### src/tws_defines.svh
// register offsets, field positions, reset values and masks of the two-wire status block
// assumes byte addresses on a 32-bit word-aligned register port
`ifndef TWS_DEFINES_SVH
`define TWS_DEFINES_SVH

`define TWS_ADDR_CTRL       32'h40018000
`define TWS_ADDR_SLAVE_ADR  32'h40018008
`define TWS_ADDR_STATUS     32'h40018020
`define TWS_ADDR_IRQ_SET    32'h40018024
`define TWS_ADDR_IRQ_CLR    32'h40018028
`define TWS_ADDR_IRQ_MASK   32'h4001802C
`define TWS_ADDR_RX_HOLD    32'h40018030
`define TWS_ADDR_TX_HOLD    32'h40018034

`define TWS_B_XFER_DONE     0
`define TWS_B_RX_READY      1
`define TWS_B_TX_READY      2
`define TWS_B_DIR_READ      3
`define TWS_B_SLV_ACCESS    4
`define TWS_B_GEN_CALL      5
`define TWS_B_OVERRUN       6
`define TWS_B_NACK          8
`define TWS_B_ARB_LOST      9
`define TWS_B_CLK_WAIT      10
`define TWS_B_SLV_END       11
`define TWS_B_RX_END        12
`define TWS_B_TX_END        13
`define TWS_B_RX_FULL       14
`define TWS_B_TX_EMPTY      15

`define TWS_CTRL_MASTER_EN  0
`define TWS_CTRL_SVEN       1
`define TWS_OWN_ADR_LSB     16
`define TWS_OWN_ADR_MSB     22

`define TWS_STATUS_RESET    32'h0000F009
`define TWS_FLAGS_RESET     16'hF009
`define TWS_IRQ_VALID       16'hFF77
`define TWS_ZERO_WORD       32'h00000000

`endif

### src/tws_pkg.sv
// types shared by the two-wire status block
// assumes nothing beyond a 32-bit register port
package tws_pkg;
   typedef logic [31:0] tws_word_type;
   typedef logic [15:0] tws_flags_type;
   typedef enum logic {TWS_MODE_SLAVE, TWS_MODE_MASTER} tws_mode_type;
endpackage : tws_pkg

### src/tws_status_flags.sv
// status flags, interrupt enable/mask and pin-level start/stop watch of a two-wire controller
// assumes the serial engine runs on clk_in and sends one-cycle event pulses; bus pins are asynchronous
//
// The address-and-strobe port was decided locally.
`timescale 1ns/10ps
`include "tws_defines.svh"

module tws_status_flags
   import tws_pkg::*;
(
   input  wire logic         clk_in,
   input  wire logic         sys_rst_in,
   // register port
   input  wire logic [31:0]  reg_addr_in,
   input  wire logic [31:0]  reg_wdata_in,
   input  wire logic         reg_wr_in,
   input  wire logic         reg_rd_in,
   output logic      [31:0]  reg_rdata_out,
   // bus pins, asynchronous
   input  wire logic         scl_in,
   input  wire logic         sda_in,
   output logic              scl_out,
   output logic              scl_oe_out,
   output logic              sda_out,
   output logic              sda_oe_out,
   // serial engine events, same clock
   input  wire logic         m_frame_start_in,
   input  wire logic         m_stop_sent_in,
   input  wire logic         tx_to_shifter_in,
   input  wire logic         rx_byte_load_in,
   input  wire logic [7:0]   rx_byte_in,
   input  wire logic         nack_in,
   input  wire logic         arb_lost_in,
   input  wire logic         s_addr_match_in,
   input  wire logic         s_dir_read_in,
   input  wire logic         s_addr_other_in,
   input  wire logic         s_general_call_in,
   input  wire logic         s_byte_acked_in,
   input  wire logic         s_ack_slot_in,
   input  wire logic         s_char_pending_in,
   // dma counter state, same clock
   input  wire logic         rx_cnt_zero_in,
   input  wire logic         rx_next_zero_in,
   input  wire logic         tx_cnt_zero_in,
   input  wire logic         tx_next_zero_in,
   input  wire logic         rx_cnt_wr_in,
   input  wire logic         tx_cnt_wr_in,
   // engine-side outputs
   output logic      [7:0]   tx_byte_out,
   output logic              tx_halt_out,
   output logic              master_enable_out,
   output logic              slave_enable_out,
   output logic      [6:0]   own_slave_address_out,
   output logic              irq_out
);

   // decode used by the register strobes and write processes; the read data process uses its own case
   function automatic logic hit(input logic [31:0] a, input logic [31:0] off);
      hit = (a == off);
   endfunction : hit

   logic [15:0]  flags_r;
   logic [15:0]  irq_mask_r;
   logic [31:0]  rdata_r;
   logic [7:0]   rx_hold_r;
   logic [7:0]   tx_hold_r;
   logic         master_en_r;
   logic         sven_r;
   logic [6:0]   own_adr_r;
   logic         scl_s1_r;
   logic         scl_s2_r;
   logic         sda_s1_r;
   logic         sda_s2_r;
   logic         sda_d_r;
   logic         scl_oe_r;
   logic         sda_oe_r;
   logic         irq_r;
   logic         halt_r;

   tws_mode_type mode;
   logic         wr_ctrl;
   logic         wr_thr;
   logic         rd_sr;
   logic         rd_rhr;
   logic         pin_start;
   logic         pin_stop;
   logic         master_en_rise;
   logic         slave_access_drop;
   logic [15:0]  flags_nxt;

   assign mode      = master_en_r ? TWS_MODE_MASTER : TWS_MODE_SLAVE;
   assign wr_ctrl   = reg_wr_in & hit(reg_addr_in, `TWS_ADDR_CTRL);
   assign wr_thr    = reg_wr_in & hit(reg_addr_in, `TWS_ADDR_TX_HOLD);
   assign rd_sr     = reg_rd_in & hit(reg_addr_in, `TWS_ADDR_STATUS);
   assign rd_rhr    = reg_rd_in & hit(reg_addr_in, `TWS_ADDR_RX_HOLD);
   assign master_en_rise = wr_ctrl & reg_wdata_in[`TWS_CTRL_MASTER_EN] & ~master_en_r;

   // two-flop synchronisers on the pins; edges are found only on the second stage and beyond
   always_ff @(posedge clk_in or posedge sys_rst_in) begin
      if (sys_rst_in) begin
         scl_s1_r <= 1'b1;
         scl_s2_r <= 1'b1;
         sda_s1_r <= 1'b1;
         sda_s2_r <= 1'b1;
         sda_d_r  <= 1'b1;
      end else begin
         scl_s1_r <= scl_in;
         scl_s2_r <= scl_s1_r;
         sda_s1_r <= sda_in;
         sda_s2_r <= sda_s1_r;
         sda_d_r  <= sda_s2_r;
      end
   end

   // start and stop: data edge while clock is high
   assign pin_start = scl_s2_r & sda_d_r & ~sda_s2_r;
   assign pin_stop  = scl_s2_r & ~sda_d_r & sda_s2_r;

   // control and own address
   always_ff @(posedge clk_in or posedge sys_rst_in) begin
      if (sys_rst_in) begin
         master_en_r <= 1'b0;
         sven_r      <= 1'b0;
         own_adr_r   <= 7'h00;
      end else begin
         if (wr_ctrl) begin
            master_en_r <= reg_wdata_in[`TWS_CTRL_MASTER_EN];
            sven_r      <= reg_wdata_in[`TWS_CTRL_SVEN];
         end
         // address only takes effect while slave is disabled (sven_r low) or after a general call
         if (reg_wr_in && hit(reg_addr_in, `TWS_ADDR_SLAVE_ADR) && (!sven_r || flags_r[`TWS_B_GEN_CALL]))
            own_adr_r <= reg_wdata_in[`TWS_OWN_ADR_MSB:`TWS_OWN_ADR_LSB];
      end
   end

   // holding registers
   always_ff @(posedge clk_in or posedge sys_rst_in) begin
      if (sys_rst_in) begin
         rx_hold_r <= 8'h00;
         tx_hold_r <= 8'h00;
      end else begin
         if (rx_byte_load_in)
            rx_hold_r <= rx_byte_in;
         if (wr_thr)
            tx_hold_r <= reg_wdata_in[7:0];
      end
   end

   // interrupt mask: set and clear ports, set wins if both hit one bit (they cannot, strobes are exclusive)
   always_ff @(posedge clk_in or posedge sys_rst_in) begin
      if (sys_rst_in) begin
         irq_mask_r <= 16'h0000;
      end else if (reg_wr_in) begin
         if (hit(reg_addr_in, `TWS_ADDR_IRQ_SET))
            irq_mask_r <= irq_mask_r | (reg_wdata_in[15:0] & `TWS_IRQ_VALID);
         else if (hit(reg_addr_in, `TWS_ADDR_IRQ_CLR))
            irq_mask_r <= irq_mask_r & ~(reg_wdata_in[15:0] & `TWS_IRQ_VALID);
      end
   end

   assign slave_access_drop = flags_r[`TWS_B_SLV_ACCESS] & (pin_stop | nack_in) & ~s_addr_match_in;

   // next status; in every flag but the dma end flags a hardware set is applied after the clear so the set wins
   always_comb begin
      flags_nxt = flags_r;
      // transfer complete
      if (mode == TWS_MODE_MASTER) begin
         if (m_frame_start_in)
            flags_nxt[`TWS_B_XFER_DONE] = 1'b0;
         if (m_stop_sent_in || nack_in || arb_lost_in)
            flags_nxt[`TWS_B_XFER_DONE] = 1'b1;
      end else if (sven_r) begin
         if (pin_start)
            flags_nxt[`TWS_B_XFER_DONE] = 1'b0;
         if (pin_stop || s_addr_other_in)
            flags_nxt[`TWS_B_XFER_DONE] = 1'b1;
      end
      // receive ready
      if (rd_rhr)
         flags_nxt[`TWS_B_RX_READY] = 1'b0;
      if (rx_byte_load_in)
         flags_nxt[`TWS_B_RX_READY] = 1'b1;
      // transmit ready
      if (wr_thr)
         flags_nxt[`TWS_B_TX_READY] = 1'b0;
      if (mode == TWS_MODE_MASTER) begin
         if (tx_to_shifter_in || nack_in)
            flags_nxt[`TWS_B_TX_READY] = 1'b1;
      end else if (s_byte_acked_in) begin
         flags_nxt[`TWS_B_TX_READY] = 1'b1;
      end
      if (master_en_rise)
         flags_nxt[`TWS_B_TX_READY] = 1'b1;
      // slave access and direction
      if (mode == TWS_MODE_SLAVE && sven_r) begin
         if (slave_access_drop)
            flags_nxt[`TWS_B_SLV_ACCESS] = 1'b0;
         if (s_addr_match_in) begin
            flags_nxt[`TWS_B_SLV_ACCESS] = 1'b1;
            flags_nxt[`TWS_B_DIR_READ]   = s_dir_read_in;
         end
      end
      // clear-on-read flags
      if (rd_sr) begin
         flags_nxt[`TWS_B_GEN_CALL] = 1'b0;
         flags_nxt[`TWS_B_NACK]     = 1'b0;
         flags_nxt[`TWS_B_ARB_LOST] = 1'b0;
         flags_nxt[`TWS_B_SLV_END]  = 1'b0;
         if (flags_r[`TWS_B_XFER_DONE])
            flags_nxt[`TWS_B_OVERRUN] = 1'b0;
      end
      if (mode == TWS_MODE_SLAVE && s_general_call_in)
         flags_nxt[`TWS_B_GEN_CALL] = 1'b1;
      if (mode == TWS_MODE_MASTER && rx_byte_load_in && flags_r[`TWS_B_RX_READY])
         flags_nxt[`TWS_B_OVERRUN] = 1'b1;
      if (nack_in && (mode == TWS_MODE_MASTER || flags_r[`TWS_B_DIR_READ]))
         flags_nxt[`TWS_B_NACK] = 1'b1;
      if (mode == TWS_MODE_MASTER && arb_lost_in)
         flags_nxt[`TWS_B_ARB_LOST] = 1'b1;
      if (mode == TWS_MODE_SLAVE && slave_access_drop)
         flags_nxt[`TWS_B_SLV_END] = 1'b1;
      // clock stretch while the character boundary waits on software
      flags_nxt[`TWS_B_CLK_WAIT] = (mode == TWS_MODE_SLAVE) & flags_r[`TWS_B_SLV_ACCESS] & s_char_pending_in &
                                   (flags_r[`TWS_B_DIR_READ] ? flags_r[`TWS_B_TX_READY] & ~flags_r[`TWS_B_NACK]
                                                             : flags_r[`TWS_B_RX_READY]);
      // dma counters: a counter write restarts the watch, so here the write wins
      if (rx_cnt_wr_in)
         flags_nxt[`TWS_B_RX_END] = 1'b0;
      else if (rx_cnt_zero_in)
         flags_nxt[`TWS_B_RX_END] = 1'b1;
      if (tx_cnt_wr_in)
         flags_nxt[`TWS_B_TX_END] = 1'b0;
      else if (tx_cnt_zero_in)
         flags_nxt[`TWS_B_TX_END] = 1'b1;
      flags_nxt[`TWS_B_RX_FULL]  = rx_cnt_zero_in & rx_next_zero_in;
      flags_nxt[`TWS_B_TX_EMPTY] = tx_cnt_zero_in & tx_next_zero_in;
      flags_nxt[7] = 1'b0;
   end

   // status register
   always_ff @(posedge clk_in or posedge sys_rst_in) begin
      if (sys_rst_in)
         flags_r <= `TWS_FLAGS_RESET;
      else
         flags_r <= flags_nxt;
   end

   // read data stands the cycle after the strobe only
   always_ff @(posedge clk_in or posedge sys_rst_in) begin
      if (sys_rst_in) begin
         rdata_r <= `TWS_ZERO_WORD;
      end else if (!reg_rd_in) begin
         rdata_r <= `TWS_ZERO_WORD;
      end else begin
         unique case (reg_addr_in)
            `TWS_ADDR_CTRL:      rdata_r <= {30'h00000000, sven_r, master_en_r};
            `TWS_ADDR_SLAVE_ADR: rdata_r <= {9'h000, own_adr_r, 16'h0000};
            `TWS_ADDR_STATUS:    rdata_r <= {16'h0000, flags_r};
            `TWS_ADDR_IRQ_MASK:  rdata_r <= {16'h0000, irq_mask_r};
            `TWS_ADDR_RX_HOLD:   rdata_r <= {24'h000000, rx_hold_r};
            `TWS_ADDR_TX_HOLD:   rdata_r <= {24'h000000, tx_hold_r};
            default:             rdata_r <= `TWS_ZERO_WORD; // write-only and unmapped read zero
         endcase
      end
   end

   // pin drivers: stretch holds clock low, slave-write ack pulls data low
   always_ff @(posedge clk_in or posedge sys_rst_in) begin
      if (sys_rst_in) begin
         scl_oe_r <= 1'b0;
         sda_oe_r <= 1'b0;
      end else begin
         scl_oe_r <= flags_nxt[`TWS_B_CLK_WAIT];
         sda_oe_r <= (mode == TWS_MODE_SLAVE) & flags_r[`TWS_B_SLV_ACCESS] &
                     ~flags_r[`TWS_B_DIR_READ] & s_ack_slot_in;
      end
   end

   // halt and interrupt request
   always_ff @(posedge clk_in or posedge sys_rst_in) begin
      if (sys_rst_in) begin
         halt_r <= 1'b0;
         irq_r  <= 1'b0;
      end else begin
         halt_r <= flags_nxt[`TWS_B_TX_READY] & flags_nxt[`TWS_B_NACK];
         irq_r  <= |(flags_nxt & irq_mask_r & `TWS_IRQ_VALID);
      end
   end

   assign reg_rdata_out         = rdata_r;
   assign scl_out               = 1'b0;
   assign sda_out               = 1'b0;
   assign scl_oe_out            = scl_oe_r;
   assign sda_oe_out            = sda_oe_r;
   assign tx_byte_out           = tx_hold_r;
   assign tx_halt_out           = halt_r;
   assign master_enable_out     = master_en_r;
   assign slave_enable_out      = sven_r;
   assign own_slave_address_out = own_adr_r;
   assign irq_out               = irq_r;

endmodule : tws_status_flags

### config.mk
export PLATFORM = sky130hd
export DESIGN_NAME = tws_status_flags
export DESIGN_NICKNAME = d
export VERILOG_FILES = /design/src/tws_pkg.sv /design/src/tws_status_flags.sv
export VERILOG_INCLUDE_DIRS = /design/src
export SDC_FILE = /design/constraint.sdc
export NUM_CORES = 1
export LEC_CHECK = 0
export BUFFER_PORTS_ARGS = -buffer_cell sky130_fd_sc_hd__buf_4
export CORE_UTILIZATION = 40
export CTS_CLUSTER_SIZE = 20
export DETAILED_ROUTE_END_ITERATION = 16
export PLACE_DENSITY = 0.76
export SLEW_MARGIN = 20
export SYNTH_ARGS = -nofsm -noshare
export SYNTH_HDL_FRONTEND = slang
export SYNTH_SLANG_ARGS = --single-unit
### constraint.sdc
create_clock -name clk_in -period 4.9 [get_ports clk_in]
set_input_delay 0.49 -clock clk_in [delete_from_list [all_inputs] [get_ports clk_in]]
set_output_delay 0.49 -clock clk_in [all_outputs]
set_load 0.02 [all_outputs]
=== After elaboration in Yosys (flattened, before gate mapping) ===
Cells that the tools add are included.

* Word-level logic and storage cells: 112
* Bits of input ports: 97
* Output and inout port bits: 55
* Flip-flop bits (word level): 97

* Equality and inequality tests: 8
* Bitwise operators: 33
* Reductions and logical operators: 19
* Muxes and demuxes: 35

{| class="wikitable"
|+ Operators by type and width
! kind !! number
|-
| equality test 32 x 31 -> 1 bit, second input constant || 8
|-
| case mux 23 bit (6 select lines) || 1
|-
| AND 16 bit || 2
|-
| two-way mux 16 bit || 2
|-
| two-way mux 1 bit || 27
|-
| two-way mux 23 bit || 1
|-
| AND 1 bit || 21
|-
| inverter 16 bit || 1
|-
| OR 16 bit || 1
|-
| OR reduction 14 bit || 1
|-
| logical AND 1 bit || 9
|-
| two-way mux 2 bit || 4
|-
| inverter 1 bit || 7
|-
| logical OR 1 bit || 6
|-
| AND reduction 2 bit || 1
|-
| nonzero test 2 bit || 1
|-
| zero test 1 bit || 1
|-
| OR 1 bit || 1
|}

=== Depth between registers and ports, before layout ===
Gate-level depths: netlist (run 1).

* Word-level depth: 11
* Mapped depth: 8
* Mapped depth without buffers: 6

=== Worst setup path before layout (run 1) ===
No wires, ideal clock.

* Kind: input-to-reg
* Start point: in reg_addr_in[7]
* End point: reg (tool-made name)
* Arrival time: 2.256 ns
* Stages on the path: 7
* Slack: 2.519 ns
* Path buffers: 1
* Setup time: 0.125 ns
* Required time: 4.775 ns
* Cell sequence: nor4b_4 > nand4_4 > or3_4 > nor4b_4 > buf_6 > nand2_1 > mux2_4

{| class="wikitable"
|+ RTL lines
! what !! line !! RTL
|-
| from (decl) || tws_status_flags.sv:14 || <nowiki>input wire logic [31:0] reg_addr_in,</nowiki>
|}

=== Final worst setup path (run 1) ===
* Start point: in reg_addr_in[21]
* End point: reg rdata_r[0] (netlist: reg_rdata_out[0])

* Longest elaborated chain between the ends: 3
* Elaborated cells between the ends (all ways): 8
* Those cells by class: eq/ne: 6; mux: 2

{| class="wikitable"
|+ RTL lines
! what !! line !! RTL
|-
| equality test 32 x 31 -> 1 bit || tws_status_flags.sv:255 || <nowiki>unique case (reg_addr_in)</nowiki>
|-
| case mux 23 bit (6 select lines) (*) || tws_status_flags.sv:255 ||
|-
| two-way mux 23 bit (*) || tws_status_flags.sv:252 || <nowiki>end else if (!reg_rd_in) begin</nowiki>
|-
| to (signal assigned) || tws_status_flags.sv:253 || <nowiki>rdata_r <= `TWS_ZERO_WORD;</nowiki>
|-
| to (signal assigned) || tws_status_flags.sv:256 || <nowiki>`TWS_ADDR_CTRL: rdata_r <= {30'h00000000, sven_r, master_en_r};</nowiki>
|-
| to (signal assigned) || tws_status_flags.sv:257 || <nowiki>`TWS_ADDR_SLAVE_ADR: rdata_r <= {9'h000, own_adr_r, 16'h0000};</nowiki>
|-
| to (decl) || tws_status_flags.sv:64 || <nowiki>logic [31:0] rdata_r;</nowiki>
|}

Every way passes the cells marked *; elsewhere a longest branch is shown, timed or not.
A chain may end at the register's enable or synchronous reset.

==> flow_summary.ini, run 1 <==
[run_status]
status = finished, final reports clean

[die]
die_h_um = 101
chipWidth_um = 101
row_count = 35
core_region_area_um2 = 9370
dieArea_um2 = 10200
io_pins = 152
start_util_pct = 42.0

[sta]
rsz0062_at_grt = false
clock.fmax_mhz = 374
slew_headroom_pct = 37.3
finalCritPeriodShare_pct = 54.6
slew_violations = 0
finalClockSkew_ns = 0.00660
period_needed_ns = 2.68
hold_viol_final = 0
report.final.setup_viol = 0
final.setup.tns_ns = 0
tightest_slew_ns = 0.933

[logic_synthesis]
synth_area_leader_cell = dfrtp_1
yosys.area_share.xor_xnor_pct = 0.222
synth_edf_count = 0
synth_most_common_cell = dfrtp_1
synth_cell_types = 50
synth.cell_area_um2 = 3940
seq_area_frac_synth_pct = 54.4
async_reset_ff_share_pct = 100
netlist_instances = 334
synth_mux_area_share_pct = 12.5
synth_adder_area_share_pct = 0
synth_top_family_by_area = simple AND/OR/NAND/NOR gates
ys_warn_count = 0
ys.flop_type = dfrtp_1
synthTopCellsByArea = dfrtp_1 47%, mux2_2 8.6%, dfstp_2 7.3%
synth_seq_cells = 85
synth-simple-area-share_pct = 18.9
syn_avg_cell_area_um2 = 11.8
synth_compound_area_share_pct = 9.50
synth_commonest_cells = 74 x dfrtp_1, 30 x mux2_2, 30 x nand2_1, 21 x nor2_1
yosysTopAreaCellShare_pct = 47.0

[cts]
clock_sinks = 85
postCtsSetupBuffers = 0
max-clock-path-buffers = 2
cts.repair.resized = 0
clkLatencyLatePin_ns = 0.35
hold_buffers = 0
cts_tree = built
clockRootBuffer = clkbuf_8
clkSlewWorstSetupHoldPaths_ns = 0.08
cts_buffers = 9
cts_max_level = 3

[hold_path]
hold_class = input pin to asynchronous set/reset pin

[global_routing]
antenna_found_initial = 0
grt_max_degree = 57
grt_usage_pct = 20.4
grt_pass1_wl_mm = 15.9
gr-total-overflow = 0
grt_pass1_vias = 3137

[route]
wl_per_cell_um = 16.8
vias_per_cell = 5.30
first_iter_violations = 160
drt_pass1_iterations = 5
ant_nets = 0
finalWirelength_mm = 10.2
vias = 3195
drc_errors = 0

[flow_run]
max_cap_violations = 0

[setup_path]
crit_path_end_kind = flop
rrSetupSlack_ns = 2.96
worst_ep_required_time_ns = 5.16
r2r-start = master_enable_out
worstSetupPathType = input pin to flop
crit_fanout = 10
critPathArrivalTime_ns = 2.93
cp-startpoint = reg_addr_in[21]
cp-start-kind = input pin

[layout]
nets = 566
stdcell_area_um2 = 5250
n_antenna_cell = 0
fill_cells = 839
syn2layout_area_growth_pct = 33.2
drive_above_1_share_pct = 44.1

[power]
cellLeakagePower_nw = 2.48
ir_drop_mv = 0.167
power_density_nw_per_um2 = 262

[placed_design]
hpwlAfterDp_mm = 7.62
place.gp.congestion = 0.852
dpl-instance-area_um2 = 5030
io_buffers = 131
## cells by family after synthesis
kind of cell | count (synthesis)
buffers and inverters | 32
multiplexers | 41
AO/OA/AOI/OAI | 51
XOR/XNOR | 1
flip-flops | 85
AND/OR/NAND/NOR | 123
other | 1
## report_power, final
| group | internal [mW] | switching, mW |
|---|---|---|
| registers | 0.715 | 0.00538 |
| logic | 0.0585 | 0.0559 |
| clock network | 0.301 | 0.240 |
| total | 1.07 | 0.301 |
## area by class of cell
class | count | area (um2) | area share (%)
well taps | 129 | 161 | 3.08
clock buffers | 12 | 145 | 2.77
repair buffers | 135 | 1010 | 19.3
multi-input cells | 227 | 1670 | 31.8
clock inverters | 4 | 72.6 | 1.38
inverters | 11 | 42.5 | 0.811
flip-flops and latches | 85 | 2140 | 40.8
## placed cells by master (no fill, tap or decap), types with 3 or more instances in the layout
cell type and count:
a211oi_1 3, a21oi_1 7, a222oi_1 3, a22oi_1 14, a32o_1 6, and2_1 10
buf_4 135, clkbuf_8 10, conb_1 11, dfrtp_1 74, dfstp_2 11, inv_1 10
mux2_2 30, mux2_4 9, nand2_1 30, nand2b_1 3, nand3_1 8, nand3b_1 6
nand4_1 6, nor2_1 21, nor2b_1 5, nor4_1 13, nor4_2 3, o21ai_0 6
or3_1 3, or4_1 3
## final timing paths
check | cells after the start | to
setup / recovery | 7 | reg_rdata_out[0]
hold / removal | 2 | reg_rdata_out[0]
setup reg to reg | 6 | irq_out
hold reg to reg | 0 | scl_s2_r
max in group asynchronous | 3 | rx_hold_r[4]
min in group clk_in | 1 | scl_s1_r
## critical path, stage by stage
cell	delay (ns)
buf_4	0.11
nor4_1	0.40
nand3b_1	0.24
or3_1	0.40
nor2_1	0.66
o21ai_1	0.38
a21oi_1	0.25
## routing by layer
metal,track usage (%),vias up,routed length [um]
met5,0,-,0
met1,26.0,1570,4160
met2,34.5,134,5260
met4,7.02,0,161
met3,4.42,17,579
li1,-,1474,-
## per-stage QoR
stage / worst slack, ns / hold slack (ns) / cells / utilization, % / total power, mW
3_3_place_gp: 1.91 / 0.347 / 587 / 53.6 / 0.845
2_1_floorplan: 2.23 / 0.345 / 344 / - / 0.781
6_report: 2.22 / 0.152 / 603 / 56.0 / 1.38
4_1_cts: 2.25 / 0.161 / 603 / 56.0 / 1.39
3_5_place_dp: 1.87 / 0.347 / 587 / 53.6 / 0.849
5_1_grt: 2.06 / 0.190 / 603 / 56.0 / 1.43
No activity file was read; power rests on OpenSTA's default activity.
==> run 2, diff against run 1 <==
--- a/config.mk
+++ b/config.mk
@@ -6,11 +6,12 @@
 export SDC_FILE = /design/constraint.sdc
 export NUM_CORES = 1
 export LEC_CHECK = 0
+export ABC_AREA = 1
 export BUFFER_PORTS_ARGS = -buffer_cell sky130_fd_sc_hd__buf_4
 export CORE_UTILIZATION = 40
 export CTS_CLUSTER_SIZE = 20
 export DETAILED_ROUTE_END_ITERATION = 16
-export PLACE_DENSITY = 0.76
+export PLACE_DENSITY = 0.77
 export SLEW_MARGIN = 20
 export SYNTH_ARGS = -nofsm -noshare
 export SYNTH_HDL_FRONTEND = slang
==> constraint.sdc (replaced) <==
create_clock -name clk_in -period 2.31 [get_ports clk_in]
set_input_delay 0.231 -clock clk_in [delete_from_list [all_inputs] [get_ports clk_in]]
set_output_delay 0.231 -clock clk_in [all_outputs]
set_load 0.02 [all_outputs]
==> run 2 against run 1 <==
Non-clock buffer count up 6; largest cell class unchanged; die area is 7.3% higher; highest routed layer unchanged; critical path type is now flop to flop; first-iteration DRC count up 65%; register-to-register slack worse by 2.4 ns.
==> flow_summary.ini, run 2 <==
[run_status]
status = finished, final reports clean

[logic_synthesis]
synth_cell_types = 31
synth_most_common_cell = nand2_1
yosysTopAreaCellShare_pct = 43.8
ys_warn_count = 0
synth_seq_cells = 85
syn_avg_cell_area_um2 = 8.06
async_reset_ff_share_pct = 100
ys.flop_type = dfrtp_1
synth.cell_area_um2 = 4230
seq_area_frac_synth_pct = 50.6
synthTopCellsByArea = dfrtp_1 44%, nand2_1 12%, inv_1 8.0%
netlist_instances = 525
synth_edf_count = 0
synth_commonest_cells = 132 x nand2_1, 90 x inv_1, 74 x dfrtp_1, 65 x nor2_1, 27 x nand3_1
synth_area_leader_cell = dfrtp_1

[global_routing]
gr-total-overflow = 0
antenna_found_initial = 0
grt_usage_pct = 20.1
grt_pass1_vias = 3929
grt_pass1_wl_mm = 17.5
grt_max_degree = 86

[setup_path]
worstSetupPathType = flop to flop
r2r-start = sda_s2_r
crit_fanout = 3
crit_path_end_kind = flop
rrSetupSlack_ns = 0.57
reg2reg_depth = 11
cp-start-kind = flop
worst_ep_required_time_ns = 2.54
critPathArrivalTime_ns = 1.97
reg2reg_to = irq_out

[layout]
layout_commonest_cell = buf_4
fill_cells = 962
drive_above_1_share_pct = 32.8
seq_area_um2 = 2140
nets = 766
n_antenna_cell = 0
syn2layout_area_growth_pct = 32.5
stdcell_area_um2 = 5610
multi_input_area_um2 = 1650
final_cells = 810
most-common-layout-cells = 136 x buf_4, 132 x nand2_1, 89 x inv_1

[sta]
finalCritPeriodShare_pct = 75.1
rsz0062_at_grt = false
final.setup.tns_ns = 0
tightest_slew_ns = 0.774
slew_headroom_pct = 48.3
whs_ns = 0.0159
period_needed_ns = 1.74
finalClockSkew_ns = 0.0122
clock.fmax_mhz = 576
report.final.setup_viol = 0
slew_violations = 0
hold_viol_final = 0

[power]
p_int_mw = 2.20
power_mw = 2.88
p_comb_share_pct = 9.4
seq_power_share_pct = 52.8
p_sw_uw = 682
cellLeakagePower_nw = 2.98
pwr-share-clk_pct = 37.8
p_sw_share_pct = 23.6
ir_drop_mv = 0.304
power_density_nw_per_um2 = 515

[route]
finalWirelength_mm = 10.6
drt_pass1_iterations = 5
wl_per_cell_um = 13.1
first_iter_violations = 264
ant_nets = 0
drc_errors = 0
vias_per_cell = 4.69
vias = 3801

[die]
die_h_um = 105
io_pins = 152
core_region_area_um2 = 10300
row_count = 37
start_util_pct = 41.1
dieArea_um2 = 11000
chipWidth_um = 105

[cts]
clkLatencyLatePin_ns = 0.35
cts_buffers = 9
cts.repair.resized = 0
clockRootBuffer = clkbuf_8
hold_buffers = 3
clkSlewWorstSetupHoldPaths_ns = 0.08
max-clock-path-buffers = 2
clock_sinks = 85
cts_max_level = 3
postCtsSetupBuffers = 0
cts_tree = built

[placed_design]
hpwlAfterDp_mm = 8.31
dpl-instance-area_um2 = 5360
dp_cells = 790
place.gp.congestion = 0.896
io_buffers = 131

[hold_path]
hold_class = input pin to asynchronous set/reset pin

[flow_run]
max_cap_violations = 0
## run 2: power groups by stage
stage               registers (mW)  logic (mW)  clock network (mW)
global route                  1.53       0.298                1.17
CTS                           1.52       0.272                1.11
floorplan                     1.55       0.120                   0
detailed placement            1.55       0.267                   0
global placement              1.55       0.258                   0
finish                        1.52       0.270                1.09
## run 2: critical path, stage by stage (launching register included)
cell and delay [ns]:
dfstp_2 0.55, nand3_1 0.15, nand2_1 0.11, nand2_1 0.05, nand2_1 0.05, nand2_1 0.06
nand2_1 0.06, nand3_1 0.11, nor2_1 0.15, nand3_1 0.10, nor2_1 0.15, nand2_1 0.08
## run 2: kinds of logic after synthesis
group                  count (synthesis)  synth area share (%)
multiplexers                           8                  2.13
AO/OA/AOI/OAI                         53                  7.34
flip-flops                            85                  50.6
AND/OR/NAND/NOR                      266                  28.5
buffers and inverters                112                  11.3
other                                  1                0.0887
## run 2: how the worst max path moves through the flow
stage                                 start                  endpoint  slack (ns)  cells past startpoint
after floorplan           master_enable_out                   irq_out        0.86                     10
after global placement      reg_addr_in[29]          reg_rdata_out[1]        0.49                     10
after detailed placement    reg_addr_in[29]  own_slave_address_out[2]        0.42                      9
after CTS                          sda_s2_r                   irq_out        0.58                     11
after global routing               sda_s2_r                   irq_out        0.44                     11
final                              sda_s2_r                   irq_out        0.57                     11
## run 2: area by class of cell
cell class / count / area share, %
clock buffers: 11 / 2.70
multi-input cells: 338 / 29.4
well taps: 136 / 3.04
clock inverters: 5 / 1.05
repair buffers: 141 / 19.3
inverters: 94 / 6.36
flip-flops and latches: 85 / 38.2
## run 2: routing by layer
metal / part of all wire [%] / vias up / global-route usage, %
li1: - / 1861 / -
met1: 40 / 1750 / 23.4
met2: 49 / 160 / 35.1
met3: 8.5 / 30 / 5.43
met4: 2.5 / 0 / 8.15
met5: 0 / - / 0
## run 2: stage by stage
| step | utilization [%] | setup slack (ns) |
|---|---|---|
| 6_report | 54.5 | 0.575 |
| 5_1_grt | 54.5 | 0.435 |
| 4_1_cts | 54.4 | 0.583 |
| 3_5_place_dp | 52.1 | 0.425 |
| 3_3_place_gp | 52.1 | 0.489 |
| 2_1_floorplan | - | 0.857 |
==> run 3, diff against run 2 <==
==> constraint.sdc (replaced) <==
create_clock -name clk_in -period 1.5 [get_ports clk_in]
set_input_delay 0.15 -clock clk_in [delete_from_list [all_inputs] [get_ports clk_in]]
set_output_delay 0.15 -clock clk_in [all_outputs]
set_load 0.02 [all_outputs]
==> run 3 against run 2 <==
The run now ends with setup timing left; clock skew shrank 0.0029 ns; non-clock buffer count up 30; clock power is 40% higher; cell count up 3.7%; largest cell class unchanged; highest routed layer unchanged.
==> flow_summary.ini, run 3 (same netlist as run 2, synthesis figures left out) <==
[power]
ir_drop_mv = 0.396
cellLeakagePower_nw = 3.12
pwr-share-clk_pct = 35.4
p_int_mw = 3.25
power_density_nw_per_um2 = 736
p_sw_mw = 1.08
p_sw_share_pct = 24.9
seq_power_share_pct = 54.2
p_comb_share_pct = 10.4

[setup_path]
crit_path_end_kind = flop
worstSetupPathType = flop to flop
r2r-start = scl_s2_r
cp-start-kind = flop
critPathArrivalTime_ns = 1.82
crit_fanout = 2
worst_ep_required_time_ns = 1.74
reg2reg_to = irq_out
rrSetupSlack_ns = -0.08
reg2reg_depth = 11

[placed_design]
place.gp.congestion = 0.923
io_buffers = 131
dp_cells = 813
hpwlAfterDp_mm = 8.50
dpl-instance-area_um2 = 5540

[die]
chipWidth_um = 105
core_region_area_um2 = 10300
start_util_pct = 41.1
io_pins = 152
die_h_um = 105
row_count = 37
dieArea_um2 = 11000

[global_routing]
grt_pass1_vias = 4019
antenna_found_initial = 0
grt_usage_pct = 21.7
grt_max_degree = 86
gr-total-overflow = 0
grt_pass1_wl_mm = 18.7

[route]
met3WireLength_um = 896
vias = 3993
vias_per_cell = 4.75
first_iter_violations = 318
ant_nets = 0
wl_met2_mm = 5.61
route.top_layer_used = met4
drc_errors = 0
wl_met1_mm = 4.30
wl_per_cell_um = 13.2
finalWirelength_mm = 11.1
drt_pass1_iterations = 5

[cts]
clock_sinks = 85
cts_buffers = 9
cts_tree = built
clkSlewWorstSetupHoldPaths_ns = 0.09
clkLatencyLatePin_ns = 0.35
cts_max_level = 3
clockRootBuffer = clkbuf_8
max-clock-path-buffers = 2

[sta]
finalCritPeriodShare_pct = 105
final.setup.tns_ns = -0.0784
rsz0062_at_grt = true
report.final.setup_viol = 1
finalClockSkew_ns = 0.00936
clock.fmax_mhz = 634
slew_violations = 0
period_needed_ns = 1.58
whs_ns = 0.00422
layout_setup_ws_ns = -0.0784
hold_viol_final = 0

[hold_path]
hold_depth = 3
hold_class = input pin to flop
worst_hold_path.endpoint = rx_hold_r[0]
hp-start = rx_byte_in[0]

[layout]
fill_cells = 919
drive_above_1_share_pct = 36.6
nets = 796
layout_commonest_cell = buf_4
stdcell_area_um2 = 5890
n_antenna_cell = 0
final_cells = 840
final_util_pct = 57.3
syn2layout_area_growth_pct = 39.2
most-common-layout-cells = 161 x buf_4, 129 x nand2_1, 88 x inv_1

[flow_run]
max_cap_violations = 0

[run_status]
violations = setup timing
status = complete, but fails checks
[run 3: how the worst max path moves through the flow]
| stage | startpoint | endpoint | cells past startpoint |
|---|---|---|---|
| floorplan | master_enable_out | irq_out | 10 |
| global route | sda_s2_r | irq_out | 11 |
| global placement | sda_s2_r | irq_out | 11 |
| finish | scl_s2_r | irq_out | 11 |
| CTS | scl_s2_r | irq_out | 11 |
| detailed placement | reg_addr_in[29] | reg_rdata_out[0] | 11 |
[run 3: through the flow]
| stage | worst slack (ns) | power [mW] |
|---|---|---|
| floorplan | 0.0474 | 2.57 |
| global placement | -0.133 | 2.80 |
| detailed placement | -0.207 | 2.81 |
| CTS | -0.120 | 4.36 |
| global route | -0.182 | 4.52 |
| finish | -0.0784 | 4.33 |
[run 3: area by class of cell]
cell class	count	area, um2	area share (%)
Clock buffer	12	155	2.64
Clock inverter	4	31.3	0.531
Inverter	94	357	6.06
Multi-Input combinational cell	338	1700	28.9
Sequential cell	85	2140	36.4
Tap cell	136	170	2.89
Timing Repair Buffer	171	1330	22.6
[run 3: timing repair]
action                                  4_1_cts  5_1_grt
gates resized for setup                       6       11
cloned                                        0        0
pin swaps                                     7        7
endpoints found under the hold margin        81        0
endpoints found under the setup margin        1        3
hold buffers                                  8        0
setup buffers                                 3        0
[run 3: power groups by stage]
stage / Combinational, mW / Sequential [mW] / Clock [mW]
after detailed placement: 0.422 / 2.39 / 0
after floorplan: 0.185 / 2.39 / 0
after CTS: 0.448 / 2.35 / 1.56
after global placement: 0.410 / 2.39 / 0
final: 0.449 / 2.35 / 1.53
after global routing: 0.500 / 2.35 / 1.67
[run 3: worst max-delay path: stages (launching register included)]
cell,delay [ns]
dfstp_2,0.57
nand3_4,0.10
nand2_4,0.08
nand2_2,0.04
nand2_1,0.05
nand2_1,0.06
nand2_1,0.07
nand3_2,0.11
nor2_4,0.12
nand3_2,0.10
nor2_4,0.11
nand2_2,0.05
[run 3: layer usage]
layer  global-route usage [%]  vias to the layer above
met5                        0                        -
met4                     8.75                        0
met3                     5.24                       21
met2                     38.0                      167
met1                     25.5                     1878
li1                         -                     1927
